## config.mk

```make
export PLATFORM = sky130hd
export DESIGN_NAME = ptp_tx_timestamp_filter
export DESIGN_NICKNAME = d
export VERILOG_FILES = /design/src/hdl/ptp_tx_pkg.sv /design/src/hdl/tx_stamp_qualifier.sv /design/src/hdl/ptp_tx_timestamp_filter.sv
export VERILOG_INCLUDE_DIRS = /design/src /design/src/hdl
export SDC_FILE = /design/constraint.sdc
export NUM_CORES = 1
export LEC_CHECK = 0
export ABC_AREA = 0
export BUFFER_PORTS_ARGS = -buffer_cell sky130_fd_sc_hd__buf_2
export CAP_MARGIN = 20
export CORE_UTILIZATION = 25
export CTS_CLUSTER_SIZE = 24
export DETAILED_ROUTE_END_ITERATION = 8
export PLACE_DENSITY = 0.4
export SETUP_SLACK_MARGIN = 0.1
export SYNTH_ARGS = -nofsm -noshare
export SYNTH_HDL_FRONTEND = slang
export SYNTH_SLANG_ARGS = --single-unit
```

## constraint.sdc

```tcl
create_clock -name clk_i -period 2.7 [get_ports clk_i]
set_clock_uncertainty 0.05 [all_clocks]
set_input_delay 0.135 -clock clk_i [delete_from_list [all_inputs] [get_ports clk_i]]
set_output_delay 0.135 -clock clk_i [all_outputs]
set_load 0.01 [all_outputs]
```

## src/hdl/ptp_tx_map.svh

```systemverilog
// Register map, field positions and reset values of the transmit timestamp filter
`ifndef PTP_TX_MAP_SVH
`define PTP_TX_MAP_SVH
// ============================================================
// Summary of operation
// RULE1: With domain match on, only messages of the configured domain get stamped.
// RULE2: Bit 23, reset zero, switches on the domain number comparison.
// RULE3: Bit 22 set requires a zero alternate master flag for stamping.
// RULE4: Bit 21 clear drops stamps of bad UDP checksum frames; set ignores checksum.
// RULE5: Bit 20 clear drops stamps of bad FCS frames; set skips that check.
// RULE6: Four bit expected version, reset 2; zero accepts any version.
// RULE7: Stamp only types whose bit is set in a 16 bit mask, reset zero.
// RULE8: Software typically enables Sync, Delay_Req, Pdelay_Req and Pdelay_Resp.
// RULE9: Software keeps these fields still while timestamping is globally enabled.
// RULE10: Registers live in bank 2 and reach the port chosen by port select.
// RULE11: Bit 31 set clears the four reserved header bytes of modified frames.
// RULE12: Bit 30 set withholds stamps of frames whose correction field was adjusted.
// RULE13: Bit 29 set adds turnaround time into host Pdelay_Resp correction field.
// RULE14: Bit 28 set writes egress time into originTimestamp of host Sync messages.
// RULE15: Six bit offset, reset 010000b, locates the four reserved bytes to clear.
// RULE16: Six bit offset, reset 000101b, locates the ingress seconds byte.
// RULE17: Adjust correction field only for types set in a second mask, reset zero.
// RULE18: Save a stamp only when every enabled qualification check passes.

// ============================================================
// Register byte offsets
`define QUAL_CFG_OFS     9'h15C
`define MOD_CFG_OFS      9'h164
`define BANK_PORT_OFS    9'h0F0
`define PORT_BANK        3'h2
`define NUM_PORTS        3

// ============================================================
// Qualification word fields
`define Q_DOMAIN_HI      31
`define Q_DOMAIN_LO      24
`define Q_DOMAIN_ON      23
`define Q_ALT_ON         22
`define Q_UDP_BYPASS     21
`define Q_FCS_BYPASS     20
`define Q_VER_HI         19
`define Q_VER_LO         16
`define Q_QUAL_RST       32'h0002_0000

// ============================================================
// Modification word fields
`define M_CLR_RSVD       31
`define M_SUPPRESS       30
`define M_TURNAROUND     29
`define M_SYNC_ORIGIN    28
`define M_RSVD_HI        27
`define M_RSVD_LO        22
`define M_SEC_HI         21
`define M_SEC_LO         16
`define M_MOD_RST        32'h0405_0000

// ============================================================
// Bank and port select word fields
`define BP_BANK_HI       2
`define BP_BANK_LO       0
`define BP_PORT_HI       5
`define BP_PORT_LO       4
`define BP_STAMP_ON      8

// ============================================================
// Message types
`define MT_SYNC          4'h0
`define MT_PDELAY_RESP   4'h3
`endif

```

## src/hdl/ptp_tx_pkg.sv

```systemverilog
// Types shared by the transmit timestamp filter
`default_nettype none
package ptp_tx_pkg;
  // Header fields of one outgoing message, presented once per message
  typedef struct packed {
    logic [1:0] port;
    logic [3:0] msg_type;
    logic [3:0] version;
    logic [7:0] domain;
    logic       alt_primary;
    logic       udp_ok;
    logic       fcs_ok;
    logic       host_sent;
  } tx_desc_s;

  // Decision for that message
  typedef struct packed {
    logic       save;
    logic       adjust_cf;
    logic       turnaround_insert;
    logic       origin_insert;
    logic       clear_reserved;
    logic [5:0] reserved_offset;
    logic [5:0] seconds_offset;
  } tx_action_s;
endpackage
`default_nettype wire

```

## src/hdl/tx_stamp_qualifier.sv

```systemverilog
// Combinational decision for one outgoing message
`timescale 1ns/1ns
`default_nettype none
`include "ptp_tx_map.svh"
module tx_stamp_qualifier (
  // Configuration of the message's port
  input  wire logic [31:0]          qual_cfg_i,
  input  wire logic [31:0]          mod_cfg_i,
  input  wire logic                 stamp_on_i,
  // Message header
  input  wire ptp_tx_pkg::tx_desc_s desc_i,
  // Decision
  output var ptp_tx_pkg::tx_action_s action_o
);
  wire logic [3:0] exp_ver;
  wire logic       type_ok;
  wire logic       ver_ok;
  wire logic       dom_ok;
  wire logic       alt_ok;
  wire logic       udp_ok;
  wire logic       fcs_ok;
  wire logic       adjust;
  wire logic       turn;
  wire logic       origin;
  wire logic       modified;

  assign exp_ver  = qual_cfg_i[`Q_VER_HI:`Q_VER_LO];
  assign type_ok  = qual_cfg_i[desc_i.msg_type];                                   // [RULE7]
  assign ver_ok   = (exp_ver == 4'h0) || (exp_ver == desc_i.version);              // [RULE6]
  assign dom_ok   = !qual_cfg_i[`Q_DOMAIN_ON] ||
                    (qual_cfg_i[`Q_DOMAIN_HI:`Q_DOMAIN_LO] == desc_i.domain);      // [RULE1] [RULE2]
  assign alt_ok   = !qual_cfg_i[`Q_ALT_ON] || !desc_i.alt_primary;                 // [RULE3]
  assign udp_ok   = qual_cfg_i[`Q_UDP_BYPASS] || desc_i.udp_ok;                    // [RULE4]
  assign fcs_ok   = qual_cfg_i[`Q_FCS_BYPASS] || desc_i.fcs_ok;                    // [RULE5]

  assign adjust   = mod_cfg_i[desc_i.msg_type];                                    // [RULE17]
  assign turn     = mod_cfg_i[`M_TURNAROUND] && desc_i.host_sent &&
                    (desc_i.msg_type == `MT_PDELAY_RESP);                          // [RULE13]
  assign origin   = mod_cfg_i[`M_SYNC_ORIGIN] && desc_i.host_sent &&
                    (desc_i.msg_type == `MT_SYNC);                                 // [RULE14]
  assign modified = adjust || turn || origin;

  // Turnaround insertion also rewrites the correction field
  always_comb begin
    action_o.save              = stamp_on_i && type_ok && ver_ok && dom_ok && alt_ok &&
                                 udp_ok && fcs_ok &&
                                 !(mod_cfg_i[`M_SUPPRESS] && (adjust || turn)); // [RULE18] [RULE12]
    action_o.adjust_cf         = adjust || turn;
    action_o.turnaround_insert = turn;
    action_o.origin_insert     = origin;
    action_o.clear_reserved    = mod_cfg_i[`M_CLR_RSVD] && modified;               // [RULE11]
    action_o.reserved_offset   = mod_cfg_i[`M_RSVD_HI:`M_RSVD_LO];                 // [RULE15]
    action_o.seconds_offset    = mod_cfg_i[`M_SEC_HI:`M_SEC_LO];                   // [RULE16]
  end
endmodule // tx_stamp_qualifier
`default_nettype wire

```

## src/hdl/ptp_tx_timestamp_filter.sv

```systemverilog
// Transmit timestamp qualification and message modification, with Wishbone registers
//
// Design decision made here: register access over Wishbone.
`timescale 1ns/1ns
`default_nettype none
`include "ptp_tx_map.svh"
module ptp_tx_timestamp_filter (
  // Clock and reset
  input  wire logic                 clk_i,
  input  wire logic                 rst_i,
  // Wishbone slave
  input  wire logic                 cyc_i,
  input  wire logic                 stb_i,
  input  wire logic                 we_i,
  input  wire logic [8:0]           adr_i,
  input  wire logic [3:0]           sel_i,
  input  wire logic [31:0]          dat_i,
  output logic [31:0]               dat_o,
  output logic                      ack_o,
  // Egress message header from the frame path
  input  wire logic                 desc_valid_i,
  input  wire ptp_tx_pkg::tx_desc_s desc_i,
  // Decision toward the frame path
  output logic                      action_valid_o,
  output var ptp_tx_pkg::tx_action_s action_o
);
  // ============================================================
  // Storage
  logic [31:0]            qual_q [0:`NUM_PORTS-1];
  logic [31:0]            mod_q  [0:`NUM_PORTS-1];
  logic [2:0]             bank_q;
  logic [1:0]             port_q;
  logic                   stamp_on_q;
  logic                   ack_q;
  logic [31:0]            rdat_q;
  logic [31:0]            rdat_d;
  logic                   act_valid_q;
  ptp_tx_pkg::tx_action_s act_q;
  ptp_tx_pkg::tx_action_s act_d;

  // ============================================================
  // Helpers
  function automatic logic [31:0] merge(input logic [31:0] old_v,
                                        input logic [31:0] new_v,
                                        input logic [3:0]  be);
    logic [31:0] r;
    r = old_v;
    for (int b = 0; b < 4; b++) begin
      if (be[b]) begin
        r[8*b +: 8] = new_v[8*b +: 8];
      end
    end
    return r;
  endfunction

  function automatic logic port_exists(input logic [1:0] p);
    return ({30'h0000_0000, p} < 32'(`NUM_PORTS));
  endfunction

  // ============================================================
  // Bus decode
  wire logic        req;
  wire logic        wr;
  wire logic        hit_bp;
  wire logic        in_bank;
  wire logic        hit_qual;
  wire logic        hit_mod;
  wire logic [31:0] bp_word;
  wire logic [31:0] qual_sel;
  wire logic [31:0] mod_sel;

  assign req      = cyc_i && stb_i && !ack_q;
  assign wr       = req && we_i;
  assign hit_bp   = (adr_i == `BANK_PORT_OFS);
  // Port registers only answer with the port bank chosen and an existing port
  assign in_bank  = (bank_q == `PORT_BANK) && port_exists(port_q);                 // [RULE10]
  assign hit_qual = in_bank && (adr_i == `QUAL_CFG_OFS);                           // [RULE10]
  assign hit_mod  = in_bank && (adr_i == `MOD_CFG_OFS);                            // [RULE10]
  assign bp_word  = {23'h00_0000, stamp_on_q, 2'h0, port_q, 1'h0, bank_q};
  assign qual_sel = port_exists(port_q) ? qual_q[port_q] : 32'h0000_0000;
  assign mod_sel  = port_exists(port_q) ? mod_q[port_q]  : 32'h0000_0000;

  // Unmapped addresses still get an ack, reading zero
  always_comb begin
    if (hit_bp) begin
      rdat_d = bp_word;
    end else if (hit_qual) begin
      rdat_d = qual_sel;
    end else if (hit_mod) begin
      rdat_d = mod_sel;
    end else begin
      rdat_d = 32'h0000_0000;
    end
  end

  // ============================================================
  // Bus handshake
  always_ff @(posedge clk_i) begin
    if (rst_i) begin
      ack_q  <= 1'b0;
      rdat_q <= 32'h0000_0000;
    end else begin
      ack_q  <= req;
      rdat_q <= req ? rdat_d : 32'h0000_0000;
    end
  end

  always_ff @(posedge clk_i) begin
    if (rst_i) begin
      bank_q     <= 3'h0;
      port_q     <= 2'h0;
      stamp_on_q <= 1'b0;
    end else if (wr && hit_bp) begin
      if (sel_i[0]) begin
        bank_q <= dat_i[`BP_BANK_HI:`BP_BANK_LO];
        port_q <= dat_i[`BP_PORT_HI:`BP_PORT_LO];
      end
      if (sel_i[1]) begin
        stamp_on_q <= dat_i[`BP_STAMP_ON];
      end
    end
  end

  // Writes are steered to the selected port only
  always_ff @(posedge clk_i) begin
    if (rst_i) begin
      for (int p = 0; p < `NUM_PORTS; p++) begin
        qual_q[p] <= `Q_QUAL_RST;
        mod_q[p]  <= `M_MOD_RST;
      end
    end else begin
      if (wr && hit_qual) begin
        qual_q[port_q] <= merge(qual_q[port_q], dat_i, sel_i);                     // [RULE10]
      end
      if (wr && hit_mod) begin
        mod_q[port_q] <= merge(mod_q[port_q], dat_i, sel_i);                       // [RULE10]
      end
    end
  end

  assign dat_o = rdat_q;
  assign ack_o = ack_q;

  // ============================================================
  // Message path
  wire logic        desc_port_ok;
  wire logic [31:0] qual_msg;
  wire logic [31:0] mod_msg;

  assign desc_port_ok = port_exists(desc_i.port);
  // A message on a missing port sees all-zero configuration and is never stamped
  assign qual_msg = desc_port_ok ? qual_q[desc_i.port] : 32'h0000_0000;
  assign mod_msg  = desc_port_ok ? mod_q[desc_i.port]  : 32'h0000_0000;

  tx_stamp_qualifier u_qualifier (
    .qual_cfg_i (qual_msg),
    .mod_cfg_i  (mod_msg),
    .stamp_on_i (stamp_on_q),
    .desc_i     (desc_i),
    .action_o   (act_d)
  );

  // Decision is held until the next message replaces it
  always_ff @(posedge clk_i) begin
    if (rst_i) begin
      act_valid_q <= 1'b0;
      act_q       <= '0;
    end else begin
      act_valid_q <= desc_valid_i;
      if (desc_valid_i) begin
        act_q <= act_d;
      end
    end
  end

  assign action_valid_o = act_valid_q;
  assign action_o       = act_q;
endmodule // ptp_tx_timestamp_filter
`default_nettype wire

```

==> results.txt <==
* Outcome: completed
- Leaving out fill and tap cells, the most frequent cells in the layout are sky130_fd_sc_hd__edfxtp_1, sky130_fd_sc_hd__nor2_1, sky130_fd_sc_hd__buf_2.
- Summed over all nets, the half-perimeter wirelength after detailed placement is 34.18 mm.
- Counting along the longest clock path gives a buffer depth of 3.
- Worst hold path type: in2reg
- Counting the buffers created by CTS gives 39.
- In the final layout, the share of cells above drive strength 1 is 0.2369.
- For met2 alone, demand over resource in global routing was 0.2843.
- Layout filler cell count: 6,129
- Setup-violating endpoint count in the final report: 0
- Horizontal extent of the die: 248.5 microns
- Highest cell delay on the worst timing path: ~480 ps
- Setup fix buffers added after clock tree synthesis: 0
- Global-route wire length before repair: 73.92 mm
- Number of antenna-violating nets in the routed design: 0
* Critical-path maximum fanout: 2
- In the finished design, the share of the clock period the worst path needs comes to 0.8675.
- Largest delay share family, worst path: compound AO/OA/AOI/OAI gates
* Wire length per cell: approximately 23 microns
- At the worst endpoint, the arrival time is 2710 ps.
- For this block, the routed nets add up to 50.40 mm of wire.
- Number of warnings printed during yosys synthesis: 0
- Drc violations: 0
* Count of input and output buffers: 123
* Number of antenna violations at the first check in global routing: 0
* Die Y-Extent: 248.5 microns
- In this run the count of I/O pins placed on the die edge is 124.
- Clock transition time at the flip-flop clock pins of the worst setup and hold paths: around 60 ps
- Count of distinct cell types in the synthesized netlist: 54
- Post-synth EDFFs: 256
* Met3 layer usage reported by global route: 0.02648
* Routing layer with the top usage in global route: met2
- Actual transition at the worst max-transition pin: ~690 ps
- The critical path is of the reg2reg type.
* Core region area: 60,250 sq um
- Inserted Diodes: 0
- The number of global-route vias before repair came to 10,755.
* Overall routing resource usage: 0.1637
- The initialized floorplan defines 90 standard-cell rows.
- TritonCTS built the clock tree.
- Total power for the finished layout comes to 11,370 uW.
* Overall overflow remaining after global route: 0
- Summing all placed instances gives a cell area of 17,200 sq um.
- Total negative slack: 0 ps
- Commonest register cell after synthesis: sky130_fd_sc_hd__edfxtp_1
- In this run the tightest slew margin relative to its limit is 0.5407.
- Leaving out fill and tap cells, the most frequent cell in the layout is sky130_fd_sc_hd__edfxtp_1.
- For this run, the share of the core covered by cells in the final layout is 0.3099.
- The first TritonRoute pass finished after 5 iterations.
- Total via count after detailed routing: 10,151
- The routed design could run at a clock period as short as 2342 ps.
- Relative to the synthesized area, the layout overhead comes to 22.89%.
- Final slew viol count: 0
- The die covers 61,760 sq um.
* Sequential fraction of the synthesis area: 0.5837
- For this design the ratio of total power to cell area is 609.1 nW/um^2.
- In this run the static leakage power is 0.007286 uW.
* Synthesis-stage register bit count: 315
* Clock root buffer: sky130_fd_sc_hd__clkbuf_16
- Number of standard cells after synthesis: between 1,000 and 1,500
* Effective utilization at floorplan: 0.2522
* WP data required: 3070 ps
* Peak clock frequency supported by timing: 426.9 MHz
* Met1 Usage GRT: 0.2110
- The number of buffers and inverters on the critical path is 0.
- By area the synthesized netlist is led by sky130_fd_sc_hd__edfxtp_1, sky130_fd_sc_hd__mux4_2, sky130_fd_sc_hd__dfxtp_1.
- Average cell area after synthesis: 13.46 sq um
- Entering global routing, the biggest net connects 49 pins.
- Non-Filler Cell Area, Final: between 15,000 and 20,000 sq um
* Total count of hold-check failures in the final report: 0
- Setup repair after global routing left no endpoint under its margin.
- The worst-case IR drop observed on VDD is 0.0004147 V.
- Slowest stage cell on the critical path: sky130_fd_sc_hd__mux4_2
- Asr flop ratio synth: 0
- # clock sinks: roughly 320
* Worst-path cell chain: mux4_2 > a22o_1 > a211o_1 > nand3_1 > o21ai_1 > o211ai_1 > a311oi_1
- The H-tree was split into 2 levels.
- Launching element type of the critical path: flip-flop
* Crit end category: flip-flop
- The synthesized netlist occupies a cell area of 15,190 sq um.
- Starting DRC count in detailed routing: between 600 and 700
* Detailed-route vias per instance: 4.659
- Of the post-synthesis cell area, the dominant cell type holds 0.5060.
* Clock latency of the later-clocked register in the worst-skew pair: 560 ps
* Cell taking the most area after synthesis: sky130_fd_sc_hd__edfxtp_1
- Max-cap violations in this run came to 0.
* Final #Nets: 1,440
* GP Congestion: 0.7736
[sequential cells by signal, indices dropped and copies added (netlist names), 2 cells and up, named ones only]
register,flops
dat_o,32
mod_q,128
bank_q,3
action_o,17
port_q,2
qual_q,128
[layer usage]
layer  wire [microns]  up-vias  share of wire
li1                 -     4638              -
met1            22070     5197           0.44
met2            25010      253           0.50
met3             2303       63          0.046
met4             1010        0          0.020
met5                0        -              0
[final timing paths]
check / start / endpoint / slack [ps] / cells after the start
hold reg to reg: action_o[13]$_SDFFE_PP0P_ / action_o[13]$_SDFFE_PP0P_ / 410 / 2
setup / recovery: mod_q[3][12]$_DFFE_PP_ / action_o[12]$_SDFFE_PP0P_ / 360 / 7
setup reg to reg: mod_q[3][12]$_DFFE_PP_ / action_o[12]$_SDFFE_PP0P_ / 360 / 7
hold / removal: dat_i[16] / qual_q[3][16]$_DFFE_PP_ / 20 / 3
[power breakdown]
part | switching [uW] | internal [uW] | total, uW | leakage [uW]
logic | 550 | 367 | 917 | 0.00366
registers | 79.9 | 5420 | 5500 | 0.00306
clock network | 2100 | 2860 | 4960 | 0.000571
[through the flow]
step	cells	setup slack, ps	hold slack, ps
global placement	2078	71.75	396.7
global route	2179	242.5	14.81
floorplan	1192	122.0	163.6
finish	2179	357.8	16.51
CTS	2179	303.1	7.208
detailed placement	2078	55.07	409.7
[synth_stat cells (4+ instances only)]
master and number:
sky130_fd_sc_hd__o2bb2ai_1 11, sky130_fd_sc_hd__nand4_1 6, sky130_fd_sc_hd__nor3_1 6, sky130_fd_sc_hd__dfxtp_1 59, sky130_fd_sc_hd__edfxtp_1 256, sky130_fd_sc_hd__mux4_2 77, sky130_fd_sc_hd__buf_6 7, sky130_fd_sc_hd__buf_1 8
sky130_fd_sc_hd__nor2_1 252, sky130_fd_sc_hd__buf_2 26, sky130_fd_sc_hd__o2111ai_1 4, sky130_fd_sc_hd__mux4_1 18, sky130_fd_sc_hd__a222oi_1 5, sky130_fd_sc_hd__o21ai_0 7, sky130_fd_sc_hd__xor2_1 4, sky130_fd_sc_hd__o211ai_1 4
sky130_fd_sc_hd__nor2b_1 6, sky130_fd_sc_hd__xnor2_1 8, sky130_fd_sc_hd__nand2_1 27, sky130_fd_sc_hd__nand2b_1 8, sky130_fd_sc_hd__mux2i_1 105, sky130_fd_sc_hd__a211oi_1 12, sky130_fd_sc_hd__a21oi_1 17, sky130_fd_sc_hd__clkbuf_1 36
sky130_fd_sc_hd__inv_1 69, sky130_fd_sc_hd__nand3_1 14, sky130_fd_sc_hd__a22oi_1 34
[timing repair]
item | in CTS | in global routing
resized for setup | 0 | 0
hold endpoints to repair | 102 | 0
hold buffers | 30 | 0
[worst register-to-register path: cells and delay by family, from the launching register on]
kind / cells / cell delay, ps
AOI/OAI and AO/OA: 5 / 1180
muxes: 1 / 480
DFF: 1 / 410
and+or+nand+nor: 1 / 100
[logic make-up (layout without fill, tap and decap cells)]
logic type	count (synthesis)	in the layout	synth area share
multiplexers	203	203	0.2167
XOR/XNOR	12	12	0.006918
AO/OA/AOI/OAI	108	108	0.05328
other	1	64	0.0002468
flip-flops	315	315	0.5837
AND/OR/NAND/NOR	337	337	0.09215
buffers and inverters	153	358	0.04702
[cell type report]
type,count,area (sq um),area share
multi-input combinational,724,5876,0.3147
sequential,315,8874,0.4752
timing repair buffer,217,1511,0.08095
inverter,70,262.8,0.01407
clock inverter,19,145.1,0.007773
clock buffer,52,1025,0.05488
tap,782,978.4,0.05240
Note: power is estimated with default switching activity, not from simulation.
